<file path="src/design/sfx_defs.vh">
// Constants for the status flag instruction execution block
`ifndef SFX_DEFS_VH
`define SFX_DEFS_VH
// Status flag register bit positions
`define SFX_BIT_C 3'd0
`define SFX_BIT_Z 3'd1
`define SFX_BIT_N 3'd2
`define SFX_BIT_V 3'd3
`define SFX_BIT_S 3'd4
`define SFX_BIT_H 3'd5
`define SFX_BIT_T 3'd6
`define SFX_BIT_I 3'd7
`define SFX_FLAGS_RST 8'h00
// Opcode encoding: bit 3 set means flag op, bit 4 set means set else clear
`define SFX_OP_NOP 5'h00
`define SFX_OP_BREAK 5'h01
`define SFX_OP_SLEEP 5'h02
`define SFX_OP_WDR 5'h03
`define SFX_OP_MEM 5'h04
`define SFX_OP_FLAG_CLR 2'b01
`define SFX_OP_FLAG_SET 2'b11
// Extra cycle for on-chip SRAM data accesses
`define SFX_SRAM_EXTRA 1'h1
// Opcode field positions
`define SFX_OP_FLAG_BIT 3
`define SFX_OP_POL_BIT 4
`define SFX_OP_IDX_HI 2
`define SFX_OP_IDX_LO 0
// Number of status flags
`define SFX_NUM_FLAGS 8
// Counter value on the last cycle of a memory access
`define SFX_CNT_LAST 1'h1
// Listed count that marks an external interface access
`define SFX_EXT_BASE 1'h0
`endif

</file>
<file path="src/design/sfx_exec.v">
// Status flag set/clear and control instruction execution stage
//
// Summary of operation
// [RL1] Set-overflow forces V to one in one cycle, other flags kept.
// [RL2] Clear-overflow forces V to zero in one cycle, other flags kept.
// [RL3] Set-half-carry forces H to one in one cycle, other flags kept.
// [RL4] Clear-half-carry forces H to zero in one cycle, other flags kept.
// [RL5] Set-sign-test forces S to one in one cycle, other flags kept.
// [RL6] Clear-sign-test forces S to zero in one cycle, other flags kept.
// [RL7] Listed memory cycle counts hold only for on-chip memory accesses.
// [RL8] On-chip SRAM data access costs one cycle beyond the listed count.
// [RL9] I, N, Z, T (and C) have single-cycle set and clear instructions.
// [RL10] NOP, break, sleep, watchdog reset take one cycle; NOP changes nothing.
`timescale 1ns/1ps
`include "sfx_defs.vh"

module sfx_exec #(
  parameter CNT_W = 4
) (
  input wire sys_clk,
  input wire nrst,
  input wire instr_valid,
  input wire [4:0] instr_op,
  input wire [CNT_W-1:0] mem_base_cycles,
  input wire mem_sram,
  input wire mem_ext_done,
  output wire instr_ready,
  output reg [7:0] status_flag_register,
  output reg break_pulse,
  output reg sleep_pulse,
  output reg wdr_pulse,
  output reg done_pulse
);

  // ***************************************
  // Local constants and state encoding
  // ***************************************
  localparam NUM_FLAGS = `SFX_NUM_FLAGS;
  localparam [7:0] FLAGS_RST = `SFX_FLAGS_RST;
  localparam [CNT_W-1:0] CNT_ZERO = {CNT_W{1'b0}};
  localparam [CNT_W-1:0] CNT_ONE = {{(CNT_W-1){1'b0}}, `SFX_CNT_LAST};
  localparam [CNT_W-1:0] SRAM_ADD = {{(CNT_W-1){1'b0}}, `SFX_SRAM_EXTRA};
  localparam [CNT_W-1:0] EXT_BASE = {{(CNT_W-1){1'b0}}, `SFX_EXT_BASE};

  // Idle takes work, MEM counts listed plus SRAM extra cycles, EXT waits for the interface
  localparam [1:0] ST_IDLE = 2'b00;
  localparam [1:0] ST_MEM = 2'b01;
  localparam [1:0] ST_EXT = 2'b10;

  // ***************************************
  // Declarations
  // ***************************************
  reg [1:0] state_q;
  reg [1:0] state_d;
  reg [CNT_W-1:0] cnt_q;
  reg [CNT_W-1:0] cnt_d;
  reg done_d;
  reg break_d;
  reg sleep_d;
  reg wdr_d;
  wire idle;
  wire take;
  wire is_flag;
  wire is_mem;
  wire is_ctrl;
  wire flag_value;
  wire [2:0] flag_idx;
  wire mem_is_ext;
  wire [CNT_W-1:0] sram_add;
  wire [CNT_W-1:0] mem_total;
  wire mem_single;
  wire cnt_last;
  wire [7:0] flags_d;

  // ***************************************
  // Instruction decode
  // ***************************************
  assign idle = (state_q == ST_IDLE);
  assign instr_ready = idle;
  assign take = instr_valid & idle;
  assign is_flag = instr_op[`SFX_OP_FLAG_BIT];
  assign flag_value = instr_op[`SFX_OP_POL_BIT];
  assign flag_idx = instr_op[`SFX_OP_IDX_HI:`SFX_OP_IDX_LO];
  assign is_mem = (instr_op == `SFX_OP_MEM);
  // Neither a flag op nor a memory access: a control op
  assign is_ctrl = ~is_flag & ~is_mem;

  // ***************************************
  // Memory access cycle count
  // ***************************************
  // A listed count of zero off the SRAM marks an external interface access
  assign mem_is_ext = ~mem_sram & (mem_base_cycles == EXT_BASE); // RL7
  assign sram_add = mem_sram ? SRAM_ADD : CNT_ZERO; // RL8
  // Wraps if an SRAM access's listed count already sits at the counter's ceiling
  assign mem_total = mem_base_cycles + sram_add; // RL8
  assign mem_single = ~mem_is_ext & (mem_total <= CNT_ONE);
  assign cnt_last = (cnt_q <= CNT_ONE);

  // ***************************************
  // Status flag update
  // ***************************************
  genvar gi;
  generate
    for (gi = 0; gi < NUM_FLAGS; gi = gi + 1)
    begin : g_flag
      localparam [2:0] IDX = gi;
      wire hit;
      // Only the addressed flag may change; all others keep their value
      assign hit = take & is_flag & (flag_idx == IDX); // RL1 RL2 RL3 RL4 RL5 RL6 RL9
      assign flags_d[gi] = hit ? flag_value : status_flag_register[gi]; // RL9
    end
  endgenerate

  // ***************************************
  // Sequencing
  // ***************************************
  // Done is raised on the edge that ends the instruction, so a one-cycle
  // instruction shows it right after the edge that took it
  always @*
  begin
    state_d = state_q;
    cnt_d = cnt_q;
    done_d = 1'b0;
    case (state_q)
      ST_IDLE:
      begin
        if (take)
        begin
          if (is_mem)
          begin
            if (mem_single)
              done_d = 1'b1;
            else if (mem_is_ext)
              state_d = ST_EXT; // RL7
            else
            begin
              state_d = ST_MEM; // RL8
              cnt_d = mem_total - CNT_ONE;
            end
          end
          else
            done_d = 1'b1; // RL9 RL10
        end
      end
      ST_MEM:
      begin
        cnt_d = cnt_q - CNT_ONE;
        if (cnt_last)
        begin
          state_d = ST_IDLE;
          done_d = 1'b1; // RL8
        end
      end
      ST_EXT:
      begin
        // External accesses end on the interface's own done, not a count
        if (mem_ext_done)
        begin
          state_d = ST_IDLE;
          done_d = 1'b1; // RL7
        end
      end
      default:
      begin
        state_d = ST_IDLE;
        cnt_d = CNT_ZERO;
      end
    endcase
  end

  // ***************************************
  // Control instructions
  // ***************************************
  // NOP and unused codes raise nothing but done
  always @*
  begin
    break_d = 1'b0;
    sleep_d = 1'b0;
    wdr_d = 1'b0;
    if (take & is_ctrl)
    begin
      case (instr_op)
        `SFX_OP_BREAK: break_d = 1'b1; // RL10
        `SFX_OP_SLEEP: sleep_d = 1'b1; // RL10
        `SFX_OP_WDR: wdr_d = 1'b1; // RL10
        default: break_d = 1'b0; // RL10
      endcase
    end
  end

  // ***************************************
  // Sequencer registers
  // ***************************************
  always @(posedge sys_clk or negedge nrst)
  begin
    if (!nrst)
    begin
      state_q <= ST_IDLE;
      cnt_q <= CNT_ZERO;
    end
    else
    begin
      state_q <= state_d;
      cnt_q <= cnt_d;
    end
  end

  // ***************************************
  // Output registers
  // ***************************************
  // Flags and pulses come straight from flip-flops so they never glitch
  always @(posedge sys_clk or negedge nrst)
  begin
    if (!nrst)
    begin
      status_flag_register <= FLAGS_RST;
      break_pulse <= 1'b0;
      sleep_pulse <= 1'b0;
      wdr_pulse <= 1'b0;
      done_pulse <= 1'b0;
    end
    else
    begin
      status_flag_register <= flags_d;
      break_pulse <= break_d;
      sleep_pulse <= sleep_d;
      wdr_pulse <= wdr_d;
      done_pulse <= done_d;
    end
  end

endmodule // sfx_exec

</file>
<file path="config.mk">
export PLATFORM = sky130hd
export DESIGN_NAME = sfx_exec
export DESIGN_NICKNAME = d
export VERILOG_FILES = /design/src/design/sfx_exec.v
export VERILOG_INCLUDE_DIRS = /design/src /design/src/design
export SDC_FILE = /design/constraint.sdc
export NUM_CORES = 1
export LEC_CHECK = 0
export ABC_AREA = 1
export BUFFER_PORTS_ARGS = -buffer_cell sky130_fd_sc_hd__buf_2
export CORE_UTILIZATION = 36
export DETAILED_ROUTE_END_ITERATION = 10
export SLEW_MARGIN = 20
export SYNTH_ARGS = -nofsm -noshare
export SYNTH_HDL_FRONTEND = slang
export SYNTH_SLANG_ARGS = --single-unit
</file>
<file path="constraint.sdc">
create_clock -name sys_clk -period 3.3 [get_ports sys_clk]
set_input_delay 0.66 -clock sys_clk [delete_from_list [all_inputs] [get_ports sys_clk]]
set_output_delay 0.66 -clock sys_clk [all_outputs]
set_load 0.01 [all_outputs]
</file>
==> results.cfg, run 1 <==
[run_status]
outcome = finished, violations left
violations = DRC

[logic_synthesis]
yosysTopAreaCell = dfrtp_1
async_flop_share_pct = 100
ys_top_cells_by_count = nand2_1, nor2_1, inv_1
yosysUniqueCellTypes = 19
synth-seq-area-share_pct = 39.8
ys_ff_latch = 18
synthFlopType = dfrtp_1
synth_area_leaders = dfrtp_1, nand2_1, nor2_1
syn_inst = 157
synth_top_area_share_pct = 39.8
postSynthAreaPerCell_um2 = 7.20
synth_most_common_cell = nand2_1
syn-cell-area_um2 = 1130
yosys_warnings = 0
synth-edff-count = 0
mappedNetlistNets = 177

[finish]
fin_util_pct = 46.9
drive_above_1_share_pct = 20.9
syn_to_final_growth_pct = 19.4
num_antenna_cells = 0
nNetsFinal = 208

[die]
die_x_um = 58.1
die_y_um = 58.1
dieArea_um2 = 3370
core_um2 = 2880
rows = 19
initial_core_util_pct = 39.3
ios = 27

[critical_path]
reg2reg_to = state_q[0]
arrival_ns = 2.23
path_class = in -> reg
path_max_fanout = 6
crit_required_ns = 3.48
critPathCaptureType = flip-flop
crit_slowest_cell = ha_1
rrSetupSlack_ns = 1.67
start_kind = input port
cp_cell_sequence = buf_2 -> ha_1 -> ha_1 -> inv_1 -> ha_1 -> nor2_1 -> nor2_1 -> nand3_1 -> nand2_1 -> nand2_1 -> nand3_1 -> nand2_1
r2r_cells = 7
worstReg2RegStart = cnt_q[0]
max_stage_delay_ns = 0.30

[place]
dp_hpwl_um = 1940
port_buffers = 26
routabilityCongestion = 0.869

[timing]
fin_skew_ns = 0.00315
maxSlewViolCount = 0
fmax_ghz = 0.488
layout_worst_path_cycle_share_pct = 62.1
setup_tns_ns = 0
final.min_clock_period_ns = 2.05
relSlewSlack_pct = 74.4
finalHoldViolCount = 0
worst_pin_slew_ns = 0.384
setup_viol = 0
grt_setup_unrepaired = no

[pwr]
switchingPower_mw = 0.383
powerDensity_nw_per_um2 = 685
seqPwrFrac_pct = 39.3
netSwitchingFraction_pct = 41.5
combPwrFrac_pct = 46.7
p_int_mw = 0.541
peakVddDrop_mv = 0.331
p_leak_nw = 0.730
clock_power_share_pct = 14.0

[clocking]
tritoncts = built
cts-resized-gates = 0
clockBufferDepth = 2
ctsHoldBuffers = 0
cts_root_buf = clkbuf_4
clk_latency_ns = 0.29
cts_sinks = 18
cts_max_level = 1
postCtsSetupBuffers = 0
numCtsBuffers = 3
clk_pin_slew_ns = 0.09

[detailed_routing]
drc = 3
ant_nets = 0
dr.pass1.iters = 7
wl_per_cell_um = 10.2
routed_wl_um = 2340
vias_per_cell = 4.78
drt_iter0_drc = 34
via_count = 1095

[global_route]
grt_pass1_wl_um = 4060
grt_pass1_vias = 988
antenna_found_initial = 0
grt.total_usage_pct = 15.6
grt.overflow.total = 0
grt_max_degree = 19

[hold_path]
hold_path.class = in -> async

[flow_run]
drv_cap = 0
## cell families (layout without fill, tap and decap cells)
| kind of cell | Yosys count | after routing | synth area share [%] |
|---|---|---|---|
| adder cells (fa/ha/maj) | 6 | 6 | 6.64 |
| buffers and inverters | 23 | 53 | 7.85 |
| flip-flops | 18 | 18 | 39.8 |
| AO/OA/AOI/OAI | 18 | 18 | 8.19 |
| AND/OR/NAND/NOR | 92 | 92 | 37.5 |
## sequential cells by signal, indices dropped and copies added (netlist names)
signal and flops:
status_flag_register 8, done_pulse 1, sleep_pulse 1, cnt_q 4, wdr_pulse 1, state_q 2
break_pulse 1
## how the worst max path moves through the flow
stage                       start        to  slack [ns]  cells past startpoint
2_1_floorplan  mem_base_cycles[0]  cnt_q[3]        1.21                     11
5_1_grt        mem_base_cycles[0]  cnt_q[2]        1.08                     12
4_1_cts        mem_base_cycles[0]  cnt_q[2]        1.27                     12
6_report       mem_base_cycles[0]  cnt_q[2]        1.25                     12
3_5_place_dp   mem_base_cycles[0]  cnt_q[2]        0.95                     12
3_3_place_gp   mem_base_cycles[0]  cnt_q[2]         1.0                     12
## placed cells by master (no fill, tap or decap), types with 2 or more instances in the layout
master	instances
a21oi_1	9
buf_2	26
clkbuf_4	3
dfrtp_1	18
ha_1	6
inv_1	22
nand2_1	35
nand3_1	17
nand4_1	5
nor2_1	25
nor3_1	2
nor3_2	2
o21ai_0	7
or2_2	2
## critical path, delay by kind of cell
| kind | cells | cell delay (ns) |
|---|---|---|
| fa+ha+maj | 3 | 0.71 |
| buf+inv | 2 | 0.19 |
| simple gates | 7 | 0.67 |
## per-stage QoR
stage / setup WS [ns] / instances / area (um^2) / total power [mW] / hold WS [ns]
after floorplan: 1.21 / 157 / 1130 / 0.657 / 0.364
after global placement: 0.999 / 225 / 1310 / 0.793 / 0.466
after detailed placement: 0.954 / 225 / 1310 / 0.802 / 0.483
after CTS: 1.27 / 229 / 1350 / 0.936 / 0.287
after global routing: 1.08 / 229 / 1350 / 1.01 / 0.280
final: 1.25 / 229 / 1350 / 0.924 / 0.279
## routing by layer
layer	part of all wire (%)	GRT usage (%)	vias to the layer above
met5	0	0	-
met4	0.51	3.40	0
met3	3.5	4.69	2
met2	45	23.3	18
met1	51	22.3	506
li1	-	-	569
## power by group through the flow
stage          sequential, mW  clock, mW  combinational, mW
2_1_floorplan           0.386          0              0.271
3_3_place_gp            0.365          0              0.428
3_5_place_dp            0.367          0              0.435
4_1_cts                 0.363      0.137              0.436
5_1_grt                 0.373      0.148              0.490
6_report                0.363      0.130              0.431
## final cells by class
type                            count  area (um^2)
Clock buffer                        4         36.3
Sequential cell                    18          450
Timing Repair Buffer               26          130
Fill cell                         305         1530
Inverter                           23         88.8
Tap cell                           42         52.6
Multi-Input combinational cell    116          592
No activity file was read; power rests on OpenSTA's default activity.
==> run 2, diff against run 1 <==
==> constraint.sdc (replaced) <==
create_clock -name sys_clk -period 1.72 [get_ports sys_clk]
set_input_delay 0.344 -clock sys_clk [delete_from_list [all_inputs] [get_ports sys_clk]]
set_output_delay 0.344 -clock sys_clk [all_outputs]
set_load 0.01 [all_outputs]
==> run 2 against run 1 <==
Against the previous run:
- the flow still finishes with violations (DRC)
- clock-buffer cell count down 1
- core utilization up 2.0 points
- highest routed layer is now met3
- die area unchanged
- worst setup slack worse by 1.2 ns
- routed wire length up 6.2%
- register-to-register slack worse by 1.6 ns
- critical path depth unchanged
- clock power up 53%
- final cell count up 2.6%
- via count about the same
- critical endpoint is now cnt_q[3]
==> results.cfg, run 2 (synthesized netlist as in run 1, its figures left out) <==
[clocking]
clockBufferDepth = 2
cts_max_level = 1
tritoncts = built
cts_sinks = 18
numCtsBuffers = 3
clk_latency_ns = 0.29
clk_pin_slew_ns = 0.10
cts_root_buf = clkbuf_4

[critical_path]
worstReg2RegStart = cnt_q[0]
path_class = in -> reg
reg2reg_to = state_q[1]
crit_slowest_cell = ha_1
r2r_cells = 7
cp_cell_sequence = buf_2 -> ha_2 -> ha_1 -> inv_1 -> ha_2 -> nor2_1 -> nor2_1 -> nand3_1 -> nand2_2 -> nand2_4 -> nand3_1 -> nand2_1
cp_top_family = adder cells
critPathCaptureType = flip-flop
arrival_ns = 1.82
path_buf_inv = 2
max_stage_delay_ns = 0.31
rrSetupSlack_ns = 0.11
crit_required_ns = 1.90
start_kind = input port
path_max_fanout = 6

[hold_path]
worstHoldStart = mem_ext_done
hold-path-endpoint = state_q[1]
hold_depth = 4
hold_path.class = in -> reg

[global_route]
grt.overflow.total = 0
grt_pass1_vias = 1090
grt_pass1_wl_um = 4460
antenna_found_initial = 0
grt_max_degree = 19
grt.total_usage_pct = 16.9

[die]
ios = 27
die_x_um = 58.1
initial_core_util_pct = 39.3
dieArea_um2 = 3370
core_um2 = 2880
die_y_um = 58.1
rows = 19

[flow_run]
drv_cap = 0

[detailed_routing]
ant_nets = 0
routed_wl_um = 2480
via_count = 1094
wl_per_cell_um = 10.6
drc = 1
vias_per_cell = 4.66
dr.pass1.iters = 7
drt_iter0_drc = 40

[finish]
syn_to_final_growth_pct = 24.3
final_cells = 235
fill_cells = 301
largest_register = status_flag_register
top_regs = status_flag_register (8), cnt_q (4), state_q (2)
multi_input_area_um2 = 607
drive_above_1_share_pct = 24.9
largest_reg_flops = 8
layout_common_cells = nand2_1, buf_2, nor2_1
num_antenna_cells = 0
nNetsFinal = 215
layout.cells.most_common = nand2_1
seq_area_um2 = 450

[timing]
setup_tns_ns = 0
final.min_clock_period_ns = 1.64
layout_worst_path_cycle_share_pct = 95.1
grt_setup_unrepaired = no
setup_viol = 0
maxSlewViolCount = 0
relSlewSlack_pct = 73.1
finalHoldViolCount = 0
final.setup.worst_slack_ns = 0.0842
worst_pin_slew_ns = 0.403
fin_skew_ns = 0.00757
fmax_ghz = 0.611

[place]
dp_cells = 231
place_ws_ns = -0.226
port_buffers = 26
dp_hpwl_um = 2100
routabilityCongestion = 0.868

[run_status]
violations = DRC
outcome = finished, violations left

[pwr]
peakVddDrop_mv = 0.768
powerDensity_nw_per_um2 = 1260
p_leak_nw = 0.754
[run 2: power breakdown]
group / switching (mW) / internal, mW
combinational: 0.515 / 0.362
sequential: 0.118 / 0.581
clock: 0.118 / 0.0813
[run 2: how the worst max path moves through the flow]
stage | endpoint | cells past startpoint | slack [ns] | start
global route | cnt_q[1] | 12 | 0.003 | mem_base_cycles[0]
global placement | cnt_q[3] | 12 | -0.17 | mem_base_cycles[0]
finish | cnt_q[3] | 12 | 0.08 | mem_base_cycles[0]
floorplan | cnt_q[3] | 11 | 0.01 | mem_base_cycles[0]
detailed placement | cnt_q[3] | 12 | -0.23 | mem_base_cycles[0]
CTS | cnt_q[3] | 12 | 0.09 | mem_base_cycles[0]
[run 2: final cells by class]
type | count | area share (%)
tap | 42 | 3.74
clock buffer | 3 | 1.60
multi-input combinational | 116 | 43.1
inverter | 23 | 6.32
timing repair buffer | 33 | 13.2
sequential | 18 | 32.0
[run 2: timing repair]
item	CTS	global route
gates resized for setup	0	2
hold endpoints to repair	18	0
buffers inserted	0	0
hold buffers	1	0
endpoints found under the setup margin	0	2
[run 2: through the flow]
stage          hold slack [ns]  power, mW  cell area, um^2  util (%)
6_report                 0.326       1.78             1410      48.9
5_1_grt                  0.345       1.96             1410      48.9
4_1_cts                  0.320       1.79             1400      48.6
3_5_place_dp             0.296       1.58             1370      47.5
3_3_place_gp             0.291       1.56             1370      47.5
2_1_floorplan           0.0484       1.27             1140         -
[run 2: metal layers]
layer,global-route usage (%),vias to the layer above,share of wire (%)
met5,0,-,0
met4,2.38,0,0
met3,4.91,0,3.7
met2,25.6,17,43
met1,24.4,488,53
li1,-,589,-
[run 2: worst register-to-register path: cells and delay by family, from the launching register on]
family	cells	cell delay [ns]
compound gates	1	0.24
fa+ha+maj	1	0.21
flops	1	0.44
simple gates	4	0.55
buf+inv	1	0.07
